===== src/inc/icm_pkg.sv =====
// Constants and types of the ISA configuration mode controller
package icm_pkg;

  // ---------------------------------------------------------------
  // Register map
  // ---------------------------------------------------------------
  localparam int ADDR_W = 4;
  localparam int DATA_W = 8;
  localparam logic [3:0] REG_ADDR_PORT = 4'h0;
  localparam logic [3:0] REG_WAKE = 4'h1;
  localparam logic [3:0] REG_SET_CSN = 4'h2;
  localparam logic [3:0] REG_CMD = 4'h3;
  localparam logic [3:0] REG_LD_IO = 4'h4;
  localparam logic [3:0] REG_LD_MEM = 4'h5;
  localparam logic [3:0] REG_LD_IRQ = 4'h6;
  localparam logic [3:0] REG_LEG_A = 4'h8;
  localparam logic [3:0] REG_LEG_B = 4'h9;
  localparam logic [3:0] REG_LEG_C = 4'hA;
  localparam logic [3:0] REG_STATUS = 4'hB;
  localparam logic [3:0] REG_CSN = 4'hC;
  localparam logic [3:0] REG_OPMODE = 4'hD;
  localparam int CMD_WAIT_KEY_BIT = 0;
  localparam int CMD_RESET_CSN_BIT = 1;
  localparam logic [7:0] RESET_BYTE = 8'h00;

  // ---------------------------------------------------------------
  // Legacy register C layout and stored configuration
  // ---------------------------------------------------------------
  localparam int IRQ_LSB = 0;
  localparam int IRQ_W = 4;
  localparam int ROM_LSB = 4;
  localparam int ROM_W = 2;
  localparam logic [7:0] OPMODE_JUMPERLESS = 8'h4A;
  localparam logic [7:0] OPMODE_PNP = 8'h50;
  localparam logic [5:0] EE_WORD_AB = 6'h0E;
  localparam logic [5:0] EE_WORD_C = 6'h0F;

  // ---------------------------------------------------------------
  // Initiation keys
  // ---------------------------------------------------------------
  localparam int KEY_LEN = 32;
  localparam logic [7:0] PNP_KEY_SEED = 8'h6A;
  localparam logic [7:0] VENDOR_KEY_SEED = 8'h3C;

  // ---------------------------------------------------------------
  // Types
  // ---------------------------------------------------------------
  typedef enum logic [3:0]
  {
    ST_WAIT_KEY = 4'h1,
    ST_SLEEP = 4'h2,
    ST_ISOL = 4'h4,
    ST_CONFIG = 4'h8
  } icm_state_t;

  typedef enum logic [2:0]
  {
    MODE_JUMPERLESS = 3'h1,
    MODE_PNP = 3'h2,
    MODE_AUTO = 3'h4
  } icm_mode_t;

endpackage


===== src/logic/icm_key_match.sv =====
// Initiation key matcher: follows a 32-write LFSR sequence
`timescale 1ns/1ns
`default_nettype none
module icm_key_match
#(
  parameter logic [7:0] SEED = 8'h6A,
  parameter int LEN = 32,
  parameter int CNT_W = 6
)
(
  // Clock and reset
  input wire logic clk_i,
  input wire logic rst_n_i,
  input wire logic ce_i,
  // Address port writes
  input wire logic en_i,
  input wire logic wr_i,
  input wire logic [7:0] data_i,
  // Key seen, one cycle
  output logic hit_o
);

  logic [CNT_W-1:0] cnt_q;
  logic [7:0] exp_q;
  logic hit_q;

  // Next key byte: shift right, feed back bit0 xor bit1
  function automatic logic [7:0] lfsr_next(input logic [7:0] x);
    lfsr_next = {x[0] ^ x[1], x[7:1]};
  endfunction

  // Any wrong byte restarts from the seed; no half-matched key survives
  always_ff @(posedge clk_i)
  begin
    if (!rst_n_i)
    begin
      cnt_q <= '0;
      exp_q <= SEED;
      hit_q <= 1'b0;
    end
    else if (ce_i)
    begin
      hit_q <= 1'b0;
      if (!en_i)
      begin
        cnt_q <= '0;
        exp_q <= SEED;
      end
      else if (wr_i && data_i == exp_q)
      begin
        if (cnt_q == CNT_W'(LEN - 1))
        begin
          hit_q <= 1'b1;
          cnt_q <= '0;
          exp_q <= SEED;
        end
        else
        begin
          cnt_q <= cnt_q + 1'b1;
          exp_q <= lfsr_next(exp_q);
        end
      end
      else if (wr_i)
      begin
        cnt_q <= '0;
        exp_q <= SEED;
      end
    end
  end

  assign hit_o = hit_q;
endmodule
`default_nettype wire


===== src/logic/icm_ee_loader.sv =====
// Captures configuration words from the serial EEPROM word stream
`timescale 1ns/1ns
`default_nettype none
module icm_ee_loader
(
  // Clock and reset
  input wire logic clk_i,
  input wire logic rst_n_i,
  input wire logic ce_i,
  // EEPROM word stream
  input wire logic ee_valid_i,
  input wire logic [5:0] ee_addr_i,
  input wire logic [15:0] ee_data_i,
  input wire logic ee_last_i,
  // Captured configuration
  output logic [7:0] cfg_a_o,
  output logic [7:0] cfg_b_o,
  output logic [7:0] cfg_c_o,
  output logic [7:0] opmode_o,
  output logic done_o
);

  // Words 0E and 0F carry the legacy settings and the mode byte
  always_ff @(posedge clk_i)
  begin
    if (!rst_n_i)
    begin
      cfg_a_o <= icm_pkg::RESET_BYTE;
      cfg_b_o <= icm_pkg::RESET_BYTE;
      cfg_c_o <= icm_pkg::RESET_BYTE;
      opmode_o <= icm_pkg::RESET_BYTE;
      done_o <= 1'b0;
    end
    else if (ce_i && ee_valid_i && !done_o)
    begin
      if (ee_addr_i == icm_pkg::EE_WORD_AB)
      begin
        cfg_a_o <= ee_data_i[7:0];
        cfg_b_o <= ee_data_i[15:8];
      end
      if (ee_addr_i == icm_pkg::EE_WORD_C)
      begin
        cfg_c_o <= ee_data_i[7:0];
        opmode_o <= ee_data_i[15:8];
      end
      done_o <= ee_last_i;
    end
  end
endmodule
`default_nettype wire


===== src/logic/icm_config_mode.sv =====
// ISA Plug and Play configuration mode controller, top level
`timescale 1ns/1ns
`default_nettype none
module icm_config_mode
(
  // Clock, hardware reset and enable
  input wire logic clk_i,
  input wire logic rst_n_i,
  input wire logic ce_i,
  // Register port
  input wire logic [icm_pkg::ADDR_W-1:0] reg_addr_i,
  input wire logic [icm_pkg::DATA_W-1:0] reg_wdata_i,
  input wire logic reg_we_i,
  input wire logic reg_re_i,
  output logic [icm_pkg::DATA_W-1:0] reg_rdata_o,
  // EEPROM word stream
  input wire logic ee_valid_i,
  input wire logic [5:0] ee_addr_i,
  input wire logic [15:0] ee_data_i,
  input wire logic ee_last_i,
  // Active resource settings
  output logic [7:0] cfg_io_base_o,
  output logic [7:0] cfg_mem_base_o,
  output logic [3:0] cfg_irq_o,
  output logic [1:0] boot_rom_size_o,
  // Mode and state
  output logic [2:0] op_mode_o,
  output logic [3:0] pnp_state_o,
  output logic load_done_o
);

  // ---------------------------------------------------------------
  // Declarations
  // ---------------------------------------------------------------
  icm_pkg::icm_state_t state_q;
  icm_pkg::icm_mode_t mode_q;
  logic [7:0] csn_q;
  logic [7:0] ld_io_q;
  logic [7:0] ld_mem_q;
  logic [3:0] ld_irq_q;
  logic [7:0] leg_a_q;
  logic [7:0] leg_b_q;
  logic [7:0] leg_c_q;
  logic [7:0] rdata_q;
  logic applied_q;
  logic [7:0] ee_a;
  logic [7:0] ee_b;
  logic [7:0] ee_c;
  logic [7:0] ee_opmode;
  logic ee_done;
  logic apply;
  logic wr;
  logic in_config;
  logic port_wr;
  logic ven_hit;
  logic pnp_hit;
  logic pnp_key_en;
  logic wake_wr;
  logic csn_wr;
  logic cmd_wr;

  // ---------------------------------------------------------------
  // Decode
  // ---------------------------------------------------------------
  // Write strobes per register; every write counts only with ce high
  assign wr = ce_i && reg_we_i;
  assign port_wr = wr && reg_addr_i == icm_pkg::REG_ADDR_PORT;
  assign wake_wr = wr && reg_addr_i == icm_pkg::REG_WAKE;
  assign csn_wr = wr && reg_addr_i == icm_pkg::REG_SET_CSN;
  assign cmd_wr = wr && reg_addr_i == icm_pkg::REG_CMD;
  assign in_config = state_q == icm_pkg::ST_CONFIG;
  // Defaults are applied once, in the cycle after the last word is taken
  assign apply = ce_i && ee_done && !applied_q;

  // ---------------------------------------------------------------
  // EEPROM defaults
  // ---------------------------------------------------------------
  icm_ee_loader u_loader
  (
    .clk_i(clk_i),
    .rst_n_i(rst_n_i),
    .ce_i(ce_i),
    .ee_valid_i(ee_valid_i),
    .ee_addr_i(ee_addr_i),
    .ee_data_i(ee_data_i),
    .ee_last_i(ee_last_i),
    .cfg_a_o(ee_a),
    .cfg_b_o(ee_b),
    .cfg_c_o(ee_c),
    .opmode_o(ee_opmode),
    .done_o(ee_done)
  );

  // Load-done flag; the reset reloads everything from the stream
  always_ff @(posedge clk_i)
  begin
    if (!rst_n_i)
      applied_q <= 1'b0;
    else if (apply)
      applied_q <= 1'b1;
  end

  // ---------------------------------------------------------------
  // Operation mode
  // ---------------------------------------------------------------
  // Starts jumperless; the stored byte is looked at once per reset only
  always_ff @(posedge clk_i)
  begin
    if (!rst_n_i)
      mode_q <= icm_pkg::MODE_JUMPERLESS;
    else if (apply)
    begin
      if (ee_opmode == icm_pkg::OPMODE_JUMPERLESS)
        mode_q <= icm_pkg::MODE_JUMPERLESS;
      else if (ee_opmode == icm_pkg::OPMODE_PNP)
        mode_q <= icm_pkg::MODE_PNP;
      else
        mode_q <= icm_pkg::MODE_AUTO;
    end
  end

  // ---------------------------------------------------------------
  // Initiation keys
  // ---------------------------------------------------------------
  // Auto mode must see the standard key to detect a PnP environment
  assign pnp_key_en = applied_q && mode_q != icm_pkg::MODE_JUMPERLESS;

  icm_key_match #(
    .SEED(icm_pkg::VENDOR_KEY_SEED),
    .LEN(icm_pkg::KEY_LEN)
  ) u_vendor_key (
    .clk_i(clk_i),
    .rst_n_i(rst_n_i),
    .ce_i(ce_i),
    .en_i(applied_q),
    .wr_i(port_wr),
    .data_i(reg_wdata_i),
    .hit_o(ven_hit)
  );

  icm_key_match #(
    .SEED(icm_pkg::PNP_KEY_SEED),
    .LEN(icm_pkg::KEY_LEN)
  ) u_pnp_key (
    .clk_i(clk_i),
    .rst_n_i(rst_n_i),
    .ce_i(ce_i),
    .en_i(pnp_key_en),
    .wr_i(port_wr),
    .data_i(reg_wdata_i),
    .hit_o(pnp_hit)
  );

  // ---------------------------------------------------------------
  // Plug and Play state machine
  // ---------------------------------------------------------------
  // Either key moves Wait for Key to Sleep, the standard key only outside jumperless mode; a vendor key does so in any mode
  always_ff @(posedge clk_i)
  begin
    if (!rst_n_i)
      state_q <= icm_pkg::ST_WAIT_KEY;
    else if (ce_i)
    begin
      if (cmd_wr && reg_wdata_i[icm_pkg::CMD_WAIT_KEY_BIT])
        state_q <= icm_pkg::ST_WAIT_KEY;
      else
      begin
        unique case (state_q)
          icm_pkg::ST_WAIT_KEY:
            if (ven_hit || pnp_hit)
              state_q <= icm_pkg::ST_SLEEP;
          icm_pkg::ST_SLEEP:
            if (wake_wr && reg_wdata_i == csn_q)
              state_q <= (csn_q == 8'h00) ? icm_pkg::ST_ISOL
                                          : icm_pkg::ST_CONFIG;
          icm_pkg::ST_ISOL:
            if (csn_wr)
              state_q <= icm_pkg::ST_CONFIG;
            else if (wake_wr && reg_wdata_i != csn_q)
              state_q <= icm_pkg::ST_SLEEP;
          icm_pkg::ST_CONFIG:
            if (wake_wr && reg_wdata_i != csn_q)
              state_q <= icm_pkg::ST_SLEEP;
        endcase
      end
    end
  end

  // Card select number; the reset command zeroes it but keeps the state
  always_ff @(posedge clk_i)
  begin
    if (!rst_n_i)
      csn_q <= 8'h00;
    else if (cmd_wr && reg_wdata_i[icm_pkg::CMD_RESET_CSN_BIT])
      csn_q <= 8'h00;
    else if (csn_wr && state_q == icm_pkg::ST_ISOL)
      csn_q <= reg_wdata_i;
  end

  // ---------------------------------------------------------------
  // Resource registers
  // ---------------------------------------------------------------
  // Logical-device copy: defaults at load, software writes in Config
  always_ff @(posedge clk_i)
  begin
    if (!rst_n_i)
    begin
      ld_io_q <= icm_pkg::RESET_BYTE;
      ld_mem_q <= icm_pkg::RESET_BYTE;
      ld_irq_q <= '0;
    end
    else if (apply)
    begin
      ld_io_q <= ee_a;
      ld_mem_q <= ee_b;
      ld_irq_q <= ee_c[icm_pkg::IRQ_LSB +: icm_pkg::IRQ_W];
    end
    else if (wr && in_config)
    begin
      if (reg_addr_i == icm_pkg::REG_LD_IO)
        ld_io_q <= reg_wdata_i;
      if (reg_addr_i == icm_pkg::REG_LD_MEM)
        ld_mem_q <= reg_wdata_i;
      if (reg_addr_i == icm_pkg::REG_LD_IRQ)
        ld_irq_q <= reg_wdata_i[icm_pkg::IRQ_LSB +: icm_pkg::IRQ_W];
    end
  end

  // Legacy copy follows every write; the ROM size bits never take one
  always_ff @(posedge clk_i)
  begin
    if (!rst_n_i)
    begin
      leg_a_q <= icm_pkg::RESET_BYTE;
      leg_b_q <= icm_pkg::RESET_BYTE;
      leg_c_q <= icm_pkg::RESET_BYTE;
    end
    else if (apply)
    begin
      leg_a_q <= ee_a;
      leg_b_q <= ee_b;
      leg_c_q <= ee_c;
    end
    else if (wr && in_config)
    begin
      if (reg_addr_i == icm_pkg::REG_LD_IO)
        leg_a_q <= reg_wdata_i;
      if (reg_addr_i == icm_pkg::REG_LD_MEM)
        leg_b_q <= reg_wdata_i;
      if (reg_addr_i == icm_pkg::REG_LD_IRQ)
        leg_c_q[icm_pkg::IRQ_LSB +: icm_pkg::IRQ_W] <=
          reg_wdata_i[icm_pkg::IRQ_LSB +: icm_pkg::IRQ_W];
    end
  end

  // ---------------------------------------------------------------
  // Read port
  // ---------------------------------------------------------------
  // Data stand one cycle after the strobe; unmapped offsets read zero
  always_ff @(posedge clk_i)
  begin
    if (!rst_n_i)
      rdata_q <= icm_pkg::RESET_BYTE;
    else if (ce_i && reg_re_i)
    begin
      unique case (reg_addr_i)
        icm_pkg::REG_LD_IO: rdata_q <= ld_io_q;
        icm_pkg::REG_LD_MEM: rdata_q <= ld_mem_q;
        icm_pkg::REG_LD_IRQ: rdata_q <= {4'h0, ld_irq_q};
        icm_pkg::REG_LEG_A: rdata_q <= leg_a_q;
        icm_pkg::REG_LEG_B: rdata_q <= leg_b_q;
        icm_pkg::REG_LEG_C: rdata_q <= leg_c_q;
        icm_pkg::REG_STATUS: rdata_q <= {applied_q, mode_q, state_q};
        icm_pkg::REG_CSN: rdata_q <= csn_q;
        icm_pkg::REG_OPMODE: rdata_q <= ee_opmode;
        default: rdata_q <= icm_pkg::RESET_BYTE;
      endcase
    end
  end

  // All outputs are flops already
  assign reg_rdata_o = rdata_q;
  assign cfg_io_base_o = ld_io_q;
  assign cfg_mem_base_o = ld_mem_q;
  assign cfg_irq_o = ld_irq_q;
  assign boot_rom_size_o = leg_c_q[icm_pkg::ROM_LSB +: icm_pkg::ROM_W];
  assign op_mode_o = mode_q;
  assign pnp_state_o = state_q;
  assign load_done_o = applied_q;
endmodule
`default_nettype wire


===== config.mk =====
export PLATFORM = sky130hd
export DESIGN_NAME = icm_config_mode
export DESIGN_NICKNAME = d
export VERILOG_FILES = /design/src/inc/icm_pkg.sv /design/src/logic/icm_key_match.sv /design/src/logic/icm_ee_loader.sv /design/src/logic/icm_config_mode.sv
export SDC_FILE = /design/constraint.sdc
export NUM_CORES = 1
export LEC_CHECK = 0
export BUFFER_PORTS_ARGS = -buffer_cell sky130_fd_sc_hd__buf_4
export CORE_ASPECT_RATIO = 0.8
export CORE_MARGIN = 10
export CORE_UTILIZATION = 52
export CTS_CLUSTER_DIAMETER = 40
export DETAILED_ROUTE_END_ITERATION = 12
export PLACE_DENSITY_LB_ADDON = 0.08
export SLEW_MARGIN = 20
export SYNTH_ARGS = -nofsm -noshare
export SYNTH_HDL_FRONTEND = slang
export SYNTH_HIERARCHICAL = 1
export SYNTH_SLANG_ARGS = --single-unit

===== constraint.sdc =====
create_clock -name clk_i -period 2.36 [get_ports clk_i]
set_input_delay 0.118 -clock clk_i [delete_from_list [all_inputs] [get_ports clk_i]]
set_output_delay 0.118 -clock clk_i [all_outputs]
set_load 0.005 [all_outputs]

==> results of run 1 <==
## synth_stat cells (3+ instances only)
| master | n |
|---|---|
| sky130_fd_sc_hd__a21o_1 | 4 |
| sky130_fd_sc_hd__a21oi_1 | 46 |
| sky130_fd_sc_hd__a222oi_1 | 5 |
| sky130_fd_sc_hd__a22o_1 | 7 |
| sky130_fd_sc_hd__a31o_2 | 3 |
| sky130_fd_sc_hd__a32oi_1 | 3 |
| sky130_fd_sc_hd__and3_1 | 4 |
| sky130_fd_sc_hd__buf_2 | 8 |
| sky130_fd_sc_hd__buf_4 | 7 |
| sky130_fd_sc_hd__clkbuf_1 | 14 |
| sky130_fd_sc_hd__dfxtp_1 | 111 |
| sky130_fd_sc_hd__inv_1 | 17 |
| sky130_fd_sc_hd__mux2_2 | 7 |
| sky130_fd_sc_hd__mux2i_1 | 65 |
| sky130_fd_sc_hd__nand2_1 | 100 |
| sky130_fd_sc_hd__nand2b_1 | 6 |
| sky130_fd_sc_hd__nand3_1 | 12 |
| sky130_fd_sc_hd__nand4b_1 | 5 |
| sky130_fd_sc_hd__nor2_1 | 21 |
| sky130_fd_sc_hd__nor2b_1 | 6 |
| sky130_fd_sc_hd__nor3_1 | 7 |
| sky130_fd_sc_hd__nor4_1 | 5 |
| sky130_fd_sc_hd__o21ai_0 | 37 |
| sky130_fd_sc_hd__o22a_1 | 5 |
| sky130_fd_sc_hd__o22a_2 | 3 |
| sky130_fd_sc_hd__o2bb2ai_1 | 4 |
| sky130_fd_sc_hd__or2_2 | 4 |
| sky130_fd_sc_hd__or4b_1 | 3 |
| sky130_fd_sc_hd__xnor2_1 | 21 |
| sky130_fd_sc_hd__xor2_1 | 8 |
## power groups by stage
stage	Combinational [mW]	Clock [mW]	Sequential, mW
2_1_floorplan	0.287	0	1.97
3_3_place_gp	0.471	0	1.99
3_5_place_dp	0.480	0	1.99
4_1_cts	0.482	1.42	1.95
5_1_grt	0.527	1.48	1.96
6_report	0.484	1.39	1.95
## per-layer routing
| layer | GRT usage [%] | wire (um) | vias up |
|---|---|---|---|
| li1 | - | - | 2285 |
| met4 | 7.314 | 433 | 0 |
| met2 | 28.30 | 6314 | 157 |
| met1 | 27.20 | 7178 | 2212 |
| met5 | 0 | 0 | - |
| met3 | 5.480 | 1029 | 30 |
## layout by cell type (no fill, tap or decap), types with 3 or more instances in the layout
cell and count:
sky130_fd_sc_hd__a21o_1 4, sky130_fd_sc_hd__a21oi_1 46, sky130_fd_sc_hd__a222oi_1 5, sky130_fd_sc_hd__a22o_1 7
sky130_fd_sc_hd__a31o_2 3, sky130_fd_sc_hd__a32oi_1 3, sky130_fd_sc_hd__and3_1 4, sky130_fd_sc_hd__buf_4 95
sky130_fd_sc_hd__clkbuf_16 9, sky130_fd_sc_hd__dfxtp_1 111, sky130_fd_sc_hd__inv_1 17, sky130_fd_sc_hd__mux2_2 7
sky130_fd_sc_hd__mux2i_1 65, sky130_fd_sc_hd__nand2_1 100, sky130_fd_sc_hd__nand2b_1 6, sky130_fd_sc_hd__nand3_1 12
sky130_fd_sc_hd__nand4b_1 5, sky130_fd_sc_hd__nor2_1 21, sky130_fd_sc_hd__nor2b_1 6, sky130_fd_sc_hd__nor3_1 7
sky130_fd_sc_hd__nor4_1 4, sky130_fd_sc_hd__o21ai_0 37, sky130_fd_sc_hd__o22a_1 5, sky130_fd_sc_hd__o22a_2 3
sky130_fd_sc_hd__o2bb2ai_1 4, sky130_fd_sc_hd__or2_2 4, sky130_fd_sc_hd__or4b_1 3, sky130_fd_sc_hd__xnor2_1 21
sky130_fd_sc_hd__xor2_1 8
## logic make-up (layout without fill, tap and decap cells)
kind of cell,Yosys count,count (layout),synth area share (%)
AND/OR/NAND/NOR,198,198,19.27
AO/OA/AOI/OAI,135,135,16.50
flip-flops,111,111,41.04
multiplexers,72,72,13.47
buffers and inverters,50,127,4.575
XOR/XNOR,29,29,4.691
adder cells (fa/ha/maj),2,2,0.4620
## per-stage QoR
step                hold slack, ns  area (um2)
floorplan                   0.2564        5421
global placement            0.3898        6136
detailed placement          0.3963        6136
CTS                        0.03534        6397
global route               0.04908        6397
finish                     0.04613        6397
## registers in the layout, indices dropped and copies added (netlist names), 3 cells and up
name                count
leg_a_q                 8
op_mode_o               3
u_loader/cfg_a_o        8
u_pnp_key/exp_q         8
leg_c_q                 8
u_loader/opmode_o       8
reg_rdata_o             8
pnp_state_o             4
u_vendor_key/exp_q      8
leg_b_q                 8
u_loader/cfg_b_o        8
u_loader/cfg_c_o        8
u_pnp_key/cnt_q         6
u_vendor_key/cnt_q      6
csn_q                   8
## layout make-up
type,instances,area [um2]
Fill cell,909,3801
Multi-Input combinational cell,436,2958
Sequential cell,111,2222
Timing Repair Buffer,95,713.2
Clock buffer,11,242.7
Tap cell,140,175.2
Inverter,18,67.56
Clock inverter,3,18.77
## critical path, stage by stage, from the launching register on
cell,delay [ns]
sky130_fd_sc_hd__dfxtp_1,0.40
sky130_fd_sc_hd__o31a_1,0.24
sky130_fd_sc_hd__nand2_1,0.08
sky130_fd_sc_hd__or4_4,0.44
sky130_fd_sc_hd__nor4_4,0.33
sky130_fd_sc_hd__or4b_1,0.45
sky130_fd_sc_hd__o21ai_0,0.08
## worst max path at each step
stage	from	endpoint	slack [ns]	cells after the start
CTS	op_mode_o[2]	u_pnp_key/cnt_q[4]	0.28	6
detailed placement	reg_addr_i[3]	u_pnp_key/cnt_q[4]	0.10	9
global placement	reg_addr_i[3]	u_vendor_key/cnt_q[4]	0.12	9
finish	op_mode_o[1]	u_pnp_key/cnt_q[4]	0.28	6
floorplan	reg_addr_i[0]	u_pnp_key/cnt_q[4]	0.07	8
global route	op_mode_o[1]	u_pnp_key/cnt_q[4]	0.15	6
==> summary.json, run 1 <==
{
  "ios": 79,
  "worst-endpoint-required_ns": 2.64,
  "fmaxAchievable_ghz": 0.4804,
  "synth_ff_type": "sky130_fd_sc_hd__dfxtp_1",
  "detailedRoute.firstPassIterationCount": 7,
  "period_needed_ns": 2.081,
  "cts_repair_resize_count": 0,
  "antenna_diode_count": 0,
  "worst_r2r_endpoint": "u_pnp_key/cnt_q[4]",
  "worst_path_arrival_ns": 2.36,
  "slew_headroom_pct": 48.81,
  "synth_largest_area_cell": "sky130_fd_sc_hd__dfxtp_1",
  "detailedPlacementHpwl_mm": 11.22,
  "cts.path.max_buffers": 2,
  "power_switching_share_pct": 25.18,
  "routed_via_density": 5.754,
  "synth_cell_type_count": 70,
  "fp.dieArea_um2": 14920,
  "grt_setup_unrepaired": "no",
  "synth_enable_flop_cells": 0,
  "total_power_mw": 3.823,
  "timing.final.ws_setup_ns": 0.2786,
  "grt_start_max_net_pins": 53,
  "final-setup-viol-count": 0,
  "maxSlewViolCount": 0,
  "routed_wl_mm": 14.96,
  "grt_util_all_layers_pct": 19.68,
  "grt_overflow_total": 0,
  "place.detailed.instances": 800,
  "worst_clock_skew_ns": 0.01066,
  "count_of_input_and_output_buffers": 78,
  "worstMarginPinSlew_ns": 0.7679,
  "endpoint_kind": "flop",
  "preCtsSetupSlack_ns": 0.1019,
  "final_hold_violating_endpoints": 0,
  "die_x_um": 134.1,
  "power_per_cell_area_nw_per_um2": 597.5,
  "cts-root-buf": "sky130_fd_sc_hd__clkbuf_16",
  "max_cap_viol_count": 0,
  "min-delay-path-class": "in -> reg",
  "p_leak_nw": 2.542,
  "cts_sinks": 111,
  "start_kind": "flop",
  "ys_warn_count": 6,
  "post-synth-top-area-fraction_pct": 41.04,
  "cts.clk_slew.worst_paths_ns": 0.07,
  "timing_worst_setup_path_type": "reg -> reg",
  "drive_above_1_share_pct": 21.66,
  "finalNonFillerCells": 814,
  "synthArstFlopShare_pct": 0,
  "antenna_violating_nets_post_route": 0,
  "netlist_instances": 597,
  "cts_setup_buffers": 0,
  "post_layout_utilization_of_the_core_pct": 62.73,
  "rr_worst_depth": 6,
  "power.sequential.fraction_pct": 51.1,
  "wire_length_of_the_first_global_routing_pass_mm": 23.93,
  "start_util_pct": 53.10,
  "tritoncts": "done",
  "status": "finished clean",
  "place.gp.congestion": 0.8757,
  "ir_drop_uv": 518.0,
  "power_frac_comb_pct": 12.7,
  "grt_antenna_before_repair": 0,
  "std_cell_rows": 33,
  "htreeDepth": 3,
  "post_synth.cell_area_avg_um2": 9.071,
  "cts_hold_buffers": 0,
  "synth.cell_area_um2": 5415,
  "hold_path_startpoint": "ee_last_i",
  "worst_hold_path.endpoint": "u_loader/done_o",
  "synthesis.nets": 640,
  "cts_buffers": 9,
  "die_height_um": 111.3,
  "share_of_power_burned_in_the_clock_network_pct": 36.3,
  "wl_per_cell_um": 18.37,
  "latest_clock_arrival_within_the_worst_skew_pair_ns": 0.35,
  "post_synth_main_area_contributors": "sky130_fd_sc_hd__dfxtp_1 (41%), sky130_fd_sc_hd__mux2i_1 (12%), sky130_fd_sc_hd__nand2_1 (6.9%), sky130_fd_sc_hd__a21oi_1 (4.3%), sky130_fd_sc_hd__o21ai_0 (3.4%)",
  "worstReg2RegStart": "op_mode_o[1]",
  "areaGrowthSynthToFinish_pct": 18.14,
  "vias_in_the_first_global_route": 4498,
  "tns_ns": 0,
  "synth.yosys.seq_area_share_pct": 41.04,
  "design.final.nets": 714,
  "drt_iter0_drc": 512,
  "synth_seq_cells": 111,
  "core_area_um2": 10200,
  "setup.reg_to_reg.worst_slack_ns": 0.28,
  "worstHoldPathCells": 3,
  "route.detailed.drc": 0,
  "final_min_period_over_clock_period_pct": 88.20,
  "cp_max_fo": 4,
  "p_int_mw": 2.860,
  "dr_total_vias": 4684,
  "switching_power_uw": 962.5
}
No activity file was read; power rests on OpenSTA's default activity.
==> run 2, diff against run 1 <==
--- a/config.mk
+++ b/config.mk
@@ -11,9 +11,9 @@
 export CORE_UTILIZATION = 52
 export CTS_CLUSTER_DIAMETER = 40
 export DETAILED_ROUTE_END_ITERATION = 12
+export HOLD_SLACK_MARGIN = 0.1
 export PLACE_DENSITY_LB_ADDON = 0.08
 export SLEW_MARGIN = 20
 export SYNTH_ARGS = -nofsm -noshare
 export SYNTH_HDL_FRONTEND = slang
-export SYNTH_HIERARCHICAL = 1
 export SYNTH_SLANG_ARGS = --single-unit
==> run 2 against run 1 <==
Effect of this change: combinational power rose by 17%; final area grew 4.0%; sequential share of layout area fell by 1.3 points; critical path type unchanged; largest cell class unchanged.
==> summary.json, run 2 <==
{
  "wl_per_cell": {"value": 18.55, "unit": "um", "change": "+0.94%"},
  "synth_seq_cells": {"value": 111, "change": "unchanged"},
  "final_hold_violating_endpoints": {"value": 0, "change": "unchanged"},
  "cts-root-buf": "sky130_fd_sc_hd__clkbuf_16",
  "switching_power": {"value": 1.059, "unit": "mW", "change": "+10%"},
  "post_synth_and_or_nand_nor_area_fraction": {"value": 21.76, "unit": "%", "change": "+2.5 points"},
  "power_per_cell_area": {"value": 609.1, "unit": "nW/um2", "change": "+1.9%"},
  "fmaxAchievable": {"value": 0.4464, "unit": "GHz", "change": "-7.1%"},
  "htreeDepth": {"value": 3, "change": "unchanged"},
  "std_cell_rows": {"value": 33, "change": "unchanged"},
  "multiInputGateArea": {"value": 3024, "unit": "um2", "change": "+2.2%"},
  "grt_setup_unrepaired": "no",
  "cts_buffers": {"value": 9, "change": "unchanged"},
  "power_frac_comb": {"value": 14.0, "unit": "%", "change": "+1.3 points"},
  "cp_slowest_cell": "sky130_fd_sc_hd__or4_1",
  "count_of_input_and_output_buffers": {"value": 78, "change": "unchanged"},
  "timing.critical_path.cells": "or4b_4 > or4_1 > mux2i_1 > a211oi_1",
  "synth_largest_area_cell": "sky130_fd_sc_hd__dfxtp_1",
  "synthArstFlopShare": {"value": 0, "unit": "%", "change": "unchanged"},
  "antenna_violating_nets_post_route": {"value": 0, "change": "unchanged"},
  "grt_start_max_net_pins": {"value": 64, "change": "+21%"},
  "drive_above_1_share": {"value": 17.33, "unit": "%", "change": "-4.3 points"},
  "start_util": {"value": 53.47, "unit": "%", "change": "+0.38 points"},
  "timing.final.ws_setup": {"value": 0.1198, "unit": "ns", "change": "-0.1588 ns"},
  "post-synth-top-area-fraction": {"value": 40.42, "unit": "%", "change": "-0.62 points"},
  "drt_iter0_drc": {"value": 435, "change": "-15%"},
  "detailedRoute.firstPassIterationCount": {"value": 5, "change": "-2"},
  "grt_antenna_before_repair": {"value": 0, "change": "unchanged"},
  "hold_path_startpoint": "reg_wdata_i[5]",
  "worst-endpoint-required": {"value": 2.62, "unit": "ns", "change": "-0.02 ns"},
  "post_synthesis_mux_area_share": {"value": 13.54, "unit": "%", "change": "+0.071 points"},
  "worst_hold_path.endpoint": "csn_q[5]",
  "cp_slowest_stage_delay": {"value": 0.77, "unit": "ns", "change": "+0.32 ns"},
  "synth_ff_type": "sky130_fd_sc_hd__dfxtp_1",
  "cp_max_fo": {"value": 10, "change": "+6"},
  "synth-xor-area-share": {"value": 4.461, "unit": "%", "change": "-0.23 points"},
  "grt_util_all_layers": {"value": 20.81, "unit": "%", "change": "+1.1 points"},
  "route.detailed.drc": {"value": 0, "change": "unchanged"},
  "netlist_top_cells_count": "sky130_fd_sc_hd__dfxtp_1 (111), sky130_fd_sc_hd__nor2_1 (102), sky130_fd_sc_hd__mux2i_1 (71), sky130_fd_sc_hd__nand2_1 (45), sky130_fd_sc_hd__clkbuf_1 (32)",
  "endpoint_kind": "flop",
  "design.final.nets": {"value": 742, "change": "+3.9%"},
  "routed_via_density": {"value": 5.800, "change": "+0.79%"},
  "ir_drop": {"value": 393.1, "unit": "uV", "change": "-24%"},
  "power_switching_share": {"value": 26.12, "unit": "%", "change": "+0.94 points"},
  "synth_compound_gate_area_share": {"value": 14.75, "unit": "%", "change": "-1.7 points"},
  "antenna_diode_count": {"value": 0, "change": "unchanged"},
  "worstMarginPinSlew": {"value": 0.7083, "unit": "ns", "change": "-0.05962 ns"},
  "period_needed": {"value": 2.240, "unit": "ns", "change": "+0.1588 ns"},
  "slew_headroom": {"value": 52.68, "unit": "%", "change": "+3.9 points"},
  "latest_clock_arrival_within_the_worst_skew_pair": {"value": 0.35, "unit": "ns", "change": "about the same"},
  "post_synth.cell_area_avg": {"value": 8.796, "unit": "um2", "change": "-3.0%"},
  "worstHoldPathCells": {"value": 3, "change": "unchanged"},
  "max_cap_viol_count": {"value": 0, "change": "unchanged"},
  "die_height": {"value": 112.0, "unit": "um", "change": "+0.62%"},
  "preCtsSetupSlack": {"value": 0.1456, "unit": "ns", "change": "+0.04373 ns"},
  "fp.dieArea": {"value": 15110, "unit": "um2", "change": "+1.3%"},
  "min-delay-path-class": "in -> reg",
  "synthesis.nets": {"value": 668, "change": "+4.4%"},
  "grt_overflow_total": {"value": 0, "change": "unchanged"},
  "worst_r2r_endpoint": "leg_b_q[5]",
  "setup.reg_to_reg.worst_slack": {"value": 0.12, "unit": "ns", "change": "-0.16 ns"},
  "cts_sinks": {"value": 111, "change": "unchanged"},
  "num-fill-cells": {"value": 888, "change": "-2.3%"},
  "synth_enable_flop_cells": {"value": 0, "change": "unchanged"},
  "core_area": {"value": 10280, "unit": "um2", "change": "+0.81%"},
  "routed_wl": {"value": 15.65, "unit": "mm", "change": "+4.7%"},
  "detailedPlacementHpwl": {"value": 11.34, "unit": "mm", "change": "+1.1%"},
  "vias_in_the_first_global_route": {"value": 4879, "change": "+8.5%"},
  "status": "finished clean",
  "synth.cell_area": {"value": 5498, "unit": "um2", "change": "+1.5%"},
  "ios": {"value": 79, "change": "unchanged"},
  "synth.yosys.seq_area_share": {"value": 40.42, "unit": "%", "change": "-0.62 points"},
  "netlist_instances": {"value": 625, "change": "+4.7%"},
  "place.gp.congestion": {"value": 0.8838, "change": "+0.92%"},
  "worst_path_arrival": {"value": 2.50, "unit": "ns", "change": "+0.14 ns"},
  "worstReg2RegStart": "pnp_state_o[2]",
  "p_leak": {"value": 2.682, "unit": "nW", "change": "+5.5%"},
  "timing_worst_setup_path_type": "reg -> reg",
  "dr_total_vias": {"value": 4895, "change": "+4.5%"},
  "cts.path.max_buffers": {"value": 2, "change": "unchanged"},
  "largest_family_of_logic_cells_by_synthesized_area": "simple AND/OR/NAND/NOR gates",
  "start_kind": "flop",
  "final-setup-viol-count": {"value": 0, "change": "unchanged"},
  "post_synth_main_area_contributors": "sky130_fd_sc_hd__dfxtp_1 (40%), sky130_fd_sc_hd__mux2i_1 (13%), sky130_fd_sc_hd__nor2_1 (7.0%), sky130_fd_sc_hd__xnor2_1 (3.8%), sky130_fd_sc_hd__nand2_1 (3.1%)",
  "worst_clock_skew": {"value": 0.003913, "unit": "ns", "change": "-0.006745 ns"},
  "die_x": {"value": 135.0, "unit": "um", "change": "+0.65%"},
  "wire_length_of_the_first_global_routing_pass": {"value": 25.78, "unit": "mm", "change": "+7.7%"},
  "synth_cell_type_count": {"value": 58, "change": "-17%"},
  "p_int": {"value": 2.995, "unit": "mW", "change": "+4.7%"},
  "leading_cell_type_by_number_of_instances_after_synthesis": "sky130_fd_sc_hd__dfxtp_1",
  "cts.clk_slew.worst_paths": {"value": 0.08, "unit": "ns", "change": "about the same"},
  "seq_area": {"value": 2222, "unit": "um2", "change": "unchanged"},
  "final_min_period_over_clock_period": {"value": 94.92, "unit": "%", "change": "+6.7 points"},
  "commonest_cells_after_routing_fill_and_taps_aside": "sky130_fd_sc_hd__dfxtp_1 (111), sky130_fd_sc_hd__nor2_1 (102), sky130_fd_sc_hd__buf_4 (92), sky130_fd_sc_hd__mux2i_1 (71), sky130_fd_sc_hd__nand2_1 (45)",
  "power.sequential.fraction": {"value": 47.7, "unit": "%", "change": "-3.4 points"},
  "maxSlewViolCount": {"value": 0, "change": "unchanged"},
  "tritoncts": "done",
  "tns": {"value": 0, "unit": "ns", "change": "unchanged"},
  "post_synth_fa_ha_maj_area_fraction": {"value": 0.4552, "unit": "%", "change": "-0.0069 points"},
  "areaGrowthSynthToFinish_pct": 21.05,
  "share_of_power_burned_in_the_clock_network": {"value": 38.3, "unit": "%", "change": "+2.0 points"},
  "mostFrequentLayoutCell": "sky130_fd_sc_hd__dfxtp_1",
  "rr_worst_depth": {"value": 4, "change": "-2"},
  "ys_warn_count": {"value": 0, "change": "-6"}
}
==> run 2: cell types whose count changed after synthesis, moves of 7 or more <==
cell,previous run,this run
sky130_fd_sc_hd__o21ai_1,0,7
sky130_fd_sc_hd__a22o_1,7,0
sky130_fd_sc_hd__nand2_1,100,45
sky130_fd_sc_hd__clkbuf_1,14,32
sky130_fd_sc_hd__nand4_1,2,9
sky130_fd_sc_hd__nor2_1,21,102
sky130_fd_sc_hd__nor2b_1,6,13
sky130_fd_sc_hd__o21ai_0,37,10
sky130_fd_sc_hd__a22oi_1,2,11
sky130_fd_sc_hd__a211oi_1,0,21
sky130_fd_sc_hd__a21oi_1,46,23
sky130_fd_sc_hd__inv_1,17,4
==> run 2: worst max-delay path by stage <==
stage | cells past startpoint | end | from | slack (ns)
after global placement | 5 | leg_b_q[1] | pnp_state_o[2] | 0.21
after global routing | 5 | leg_b_q[0] | pnp_state_o[2] | 0.02
after detailed placement | 5 | leg_b_q[1] | pnp_state_o[2] | 0.15
final | 4 | leg_b_q[5] | pnp_state_o[2] | 0.12
after floorplan | 6 | leg_b_q[2] | pnp_state_o[3] | 0.30
after CTS | 4 | leg_b_q[5] | pnp_state_o[2] | 0.13
==> run 2: repair_timing <==
item | CTS | global route
endpoints found under the setup margin | 0 | 0
gates resized for setup | 0 | 0
hold buffers | 21 | 0
setup buffers | 0 | 0
hold endpoints to repair | 43 | 0
==> run 2: layout make-up <==
type	count	share of cell area (%)
multi-input combinational	459	45.44
timing repair buffer	114	13.84
tap	140	2.632
clock buffer	9	3.384
sequential	111	33.39
inverter	4	0.2256
clock inverter	7	1.090
==> run 2: through the flow <==
step / utilization [%] / total power, mW / hold WS (ns) / cell area, um2 / instances
6_report: 64.73 / 4.054 / 0.1093 / 6655 / 844
5_1_grt: 64.73 / 4.214 / 0.1233 / 6655 / 844
4_1_cts: 64.73 / 4.073 / 0.1078 / 6655 / 844
3_5_place_dp: 59.79 / 2.509 / 0.3704 / 6147 / 807
3_3_place_gp: 59.79 / 2.501 / 0.3574 / 6147 / 807
2_1_floorplan: - / 2.298 / 0.2619 / 5498 / 625
==> run 2: worst max-delay path, delay by kind of cell, from the launching register on <==
| family | cells | cell delay (ns) |
|---|---|---|
| compound gates | 1 | 0.26 |
| flops | 1 | 0.32 |
| simple gates | 2 | 1.36 |
| mux | 1 | 0.20 |
==> run 2: routing by layer <==
| layer | routed length, um | GRT usage, % | vias to the layer above |
|---|---|---|---|
| li1 | - | - | 2372 |
| met1 | 7329 | 27.76 | 2379 |
| met2 | 7308 | 33.51 | 131 |
| met3 | 869 | 4.582 | 13 |
| met4 | 146 | 4.728 | 0 |
| met5 | 0 | 0 | - |
==> run 2: logic make-up after synthesis <==
| kind of cell | Yosys count |
|---|---|
| buffers and inverters | 55 |
| AND/OR/NAND/NOR | 237 |
| AO/OA/AOI/OAI | 118 |
| adder cells (fa/ha/maj) | 2 |
| flip-flops | 111 |
| multiplexers | 74 |
| XOR/XNOR | 28 |
==> run 2: power by group through the flow <==
| stage | clock network, mW | registers, mW | logic (mW) |
|---|---|---|---|
| final | 1.55 | 1.94 | 0.567 |
| after global routing | 1.66 | 1.94 | 0.619 |
| after CTS | 1.58 | 1.93 | 0.562 |
| after detailed placement | 0 | 1.98 | 0.530 |
| after global placement | 0 | 1.98 | 0.524 |
| after floorplan | 0 | 1.98 | 0.317 |
==> run 3, diff against run 2 <==
--- a/config.mk
+++ b/config.mk
@@ -11,6 +11,7 @@
 export CORE_UTILIZATION = 52
 export CTS_CLUSTER_DIAMETER = 40
 export DETAILED_ROUTE_END_ITERATION = 12
+export GPL_TIMING_DRIVEN = 0
 export HOLD_SLACK_MARGIN = 0.1
 export PLACE_DENSITY_LB_ADDON = 0.08
 export SLEW_MARGIN = 20
==> run 3 against run 2 <==
Effect of this change: non-clock buffer count is 25 higher; total power is 0.28% higher; clock skew is 0.0011 ns higher; utilization is 0.55 points higher; clock-buffer cell count is 2 higher; critical endpoint is now leg_b_q[1]; sequential share of layout area is 0.28 points lower; highest routed layer unchanged; critical path type unchanged.
==> summary.json, run 3 (synthesis results as in run 2) <==
{
  "final_min_period_over_clock_period": {"value": 93.80, "unit": "%", "change": "-1.1 points"},
  "place.detailed.instances": {"value": 834, "change": "+3.3%"},
  "place.gp.congestion": {"value": 0.9354, "change": "+5.8%"},
  "switching_power": {"value": 1.059, "unit": "mW", "change": "about the same"},
  "start_util": {"value": 53.47, "unit": "%", "change": "unchanged"},
  "timing_worst_setup_path_type": "reg -> reg",
  "fmaxAchievable": {"value": 0.4518, "unit": "GHz", "change": "+1.2%"},
  "areaGrowthSynthToFinish_pct": 22.08,
  "cts.path.max_buffers": {"value": 2, "change": "unchanged"},
  "ios": {"value": 79, "change": "unchanged"},
  "share_of_power_burned_in_the_clock_network": {"value": 38.4, "unit": "%", "change": "about the same"},
  "drive_above_1_share": {"value": 16.05, "unit": "%", "change": "-1.3 points"},
  "maxSlewViolCount": {"value": 0, "change": "unchanged"},
  "fp.dieArea": {"value": 15110, "unit": "um2", "change": "unchanged"},
  "worst_clock_skew": {"value": 0.005047, "unit": "ns", "change": "+0.001134 ns"},
  "post_layout_utilization_of_the_core": {"value": 65.28, "unit": "%", "change": "+0.55 points"},
  "std_cell_rows": {"value": 33, "change": "unchanged"},
  "cp_slowest_stage_delay": {"value": 0.61, "unit": "ns", "change": "-0.16 ns"},
  "die_x": {"value": 135.0, "unit": "um", "change": "unchanged"},
  "vias_in_the_first_global_route": {"value": 4895, "change": "+0.33%"},
  "timing.hold.ws": {"value": 0.2271, "unit": "ns", "change": "+0.1179 ns"},
  "detailedPlacementHpwl": {"value": 12.82, "unit": "mm", "change": "+13%"},
  "met2_wirelength": {"value": 7.320, "unit": "mm", "change": "+0.16%"},
  "num-fill-cells": {"value": 889, "change": "+0.11%"},
  "antenna_diode_count": {"value": 0, "change": "unchanged"},
  "final_hold_violating_endpoints": {"value": 0, "change": "unchanged"},
  "finalNonFillerCells": {"value": 869, "change": "+3.0%"},
  "cts_buffers": {"value": 9, "change": "unchanged"},
  "die_height": {"value": 112.0, "unit": "um", "change": "unchanged"},
  "ir_drop": {"value": 343.4, "unit": "uV", "change": "-13%"},
  "commonest_cells_after_routing_fill_and_taps_aside": "sky130_fd_sc_hd__dfxtp_1 (111), sky130_fd_sc_hd__nor2_1 (102), sky130_fd_sc_hd__buf_4 (77), sky130_fd_sc_hd__mux2i_1 (71), sky130_fd_sc_hd__nand2_1 (45)",
  "wl_per_cell": {"value": 19.42, "unit": "um", "change": "+4.7%"},
  "drt_iter0_drc": {"value": 616, "change": "+42%"},
  "grt_antenna_before_repair": {"value": 0, "change": "unchanged"},
  "worst-endpoint-required": {"value": 2.62, "unit": "ns", "change": "about the same"},
  "final-setup-viol-count": {"value": 0, "change": "unchanged"},
  "routed_via_density": {"value": 5.893, "change": "+1.6%"},
  "total_power": {"value": 4.065, "unit": "mW", "change": "+0.28%"},
  "latest_clock_arrival_within_the_worst_skew_pair": {"value": 0.35, "unit": "ns", "change": "about the same"},
  "p_int": {"value": 3.006, "unit": "mW", "change": "+0.37%"},
  "core_area": {"value": 10280, "unit": "um2", "change": "unchanged"},
  "power_per_cell_area": {"value": 605.7, "unit": "nW/um2", "change": "-0.56%"},
  "cp_slowest_cell": "sky130_fd_sc_hd__or4b_4",
  "count_of_input_and_output_buffers": {"value": 69, "change": "-12%"},
  "start_kind": "flop",
  "cts-root-buf": "sky130_fd_sc_hd__clkbuf_16",
  "power_switching_share": {"value": 26.05, "unit": "%", "change": "-0.066 points"},
  "routed_wl": {"value": 16.88, "unit": "mm", "change": "+7.8%"},
  "mostFrequentLayoutCell": "sky130_fd_sc_hd__dfxtp_1",
  "worst_path_arrival": {"value": 2.48, "unit": "ns", "change": "-0.02 ns"},
  "grt_util_all_layers": {"value": 21.97, "unit": "%", "change": "+1.2 points"},
  "routed-wl-met3": {"value": 1.451, "unit": "mm", "change": "+67%"},
  "tritoncts": "done",
  "slew_headroom": {"value": 46.00, "unit": "%", "change": "-6.7 points"},
  "power_frac_comb": {"value": 13.8, "unit": "%", "change": "-0.2 points"},
  "antenna_violating_nets_post_route": {"value": 0, "change": "unchanged"},
  "htreeDepth": {"value": 3, "change": "unchanged"},
  "p_leak": {"value": 2.690, "unit": "nW", "change": "+0.30%"},
  "timing.critical_path.cells": "or4b_4 > or4_1 > buf_4 > nor2_1 > a21oi_1 > a211oi_1",
  "cp_max_fo": {"value": 10, "change": "unchanged"},
  "cts.clk_slew.worst_paths": {"value": 0.07, "unit": "ns", "change": "about the same"},
  "grt_overflow_total": {"value": 0, "change": "unchanged"},
  "min-delay-path-class": "in -> reg",
  "route.detailed.drc": {"value": 0, "change": "unchanged"},
  "wire_length_of_the_first_global_routing_pass": {"value": 26.73, "unit": "mm", "change": "+3.7%"},
  "period_needed": {"value": 2.214, "unit": "ns", "change": "-0.02664 ns"},
  "grt_start_max_net_pins": {"value": 18, "change": "-72%"},
  "top_signal_layer_used": "met4",
  "detailedRoute.firstPassIterationCount": {"value": 5, "change": "unchanged"},
  "design.final.nets": {"value": 767, "change": "+3.4%"},
  "status": "finished clean",
  "endpoint_kind": "flop",
  "cts_sinks": {"value": 111, "change": "unchanged"},
  "power.sequential.fraction": {"value": 47.9, "unit": "%", "change": "+0.2 points"},
  "detail_route.wirelength.met1": {"value": 7.871, "unit": "mm", "change": "+7.4%"},
  "dr_total_vias": {"value": 5121, "change": "+4.6%"},
  "worstMarginPinSlew": {"value": 0.8101, "unit": "ns", "change": "+0.1018 ns"},
  "max_cap_viol_count": {"value": 0, "change": "unchanged"},
  "grt_setup_unrepaired": "no"
}
-- run 3: timing repair --
item                                    CTS  global route
endpoints found under the setup margin   10            22
gates resized for setup                   1             4
hold buffers                             18             0
pin swaps                                 0             1
endpoints found under the hold margin    33             0
setup buffers                             0             1
gates cloned                              0             0
-- run 3: power groups by stage --
| stage | clock, mW | sequential (mW) | combinational, mW |
|---|---|---|---|
| after floorplan | 0 | 1.98 | 0.317 |
| after detailed placement | 0 | 1.99 | 0.521 |
| final | 1.56 | 1.95 | 0.559 |
| after CTS | 1.58 | 1.95 | 0.548 |
| after global placement | 0 | 1.99 | 0.515 |
| after global routing | 1.64 | 1.95 | 0.616 |
-- run 3: final cells by class --
cell class,count,area [um2],share of cell area (%)
buffer,51,240.2,3.579
clock inverter,5,56.30,0.8389
inverter,4,15.01,0.2237
sequential,111,2222,33.11
timing repair buffer,88,718.2,10.70
tap,140,175.2,2.610
clock buffer,11,242.7,3.617
multi-input combinational,459,3042,45.32
-- run 3: path summary, 6_finish.rpt --
check | depth (start not counted) | slack [ns] | from | end
setup reg to reg | 6 | 0.15 | pnp_state_o[0] | leg_b_q[1]
hold reg to reg | 2 | 0.46 | u_loader.cfg_c_o[6] | leg_c_q[6]
hold / removal | 4 | 0.23 | rst_n_i | u_pnp_key.cnt_q[5]
setup / recovery | 6 | 0.15 | pnp_state_o[0] | leg_b_q[1]
-- run 3: through the flow --
stage / setup slack [ns] / setup TNS, ns / instance area, um2
2_1_floorplan: 0.2988 / 0 / 5498
3_3_place_gp: -0.1460 / -1.415 / 6191
3_5_place_dp: -0.1994 / -2.243 / 6191
4_1_cts: 0.02202 / 0 / 6676
5_1_grt: 0.01723 / 0 / 6711
6_report: 0.1464 / 0 / 6711
-- run 3: layer usage --
metal  up-vias  GRT usage, %
met2       201         32.36
met1      2475         31.14
li1       2428             -
met3        17         5.526
met5         -             0
met4         0         5.587
-- run 3: worst max-delay path, delay by kind of cell, from the launching register on --
family / cells / cell delay (ns)
DFF: 1 / 0.41
AOI/OAI and AO/OA: 2 / 0.26
buffers and inverters: 1 / 0.20
and+or+nand+nor: 3 / 1.24
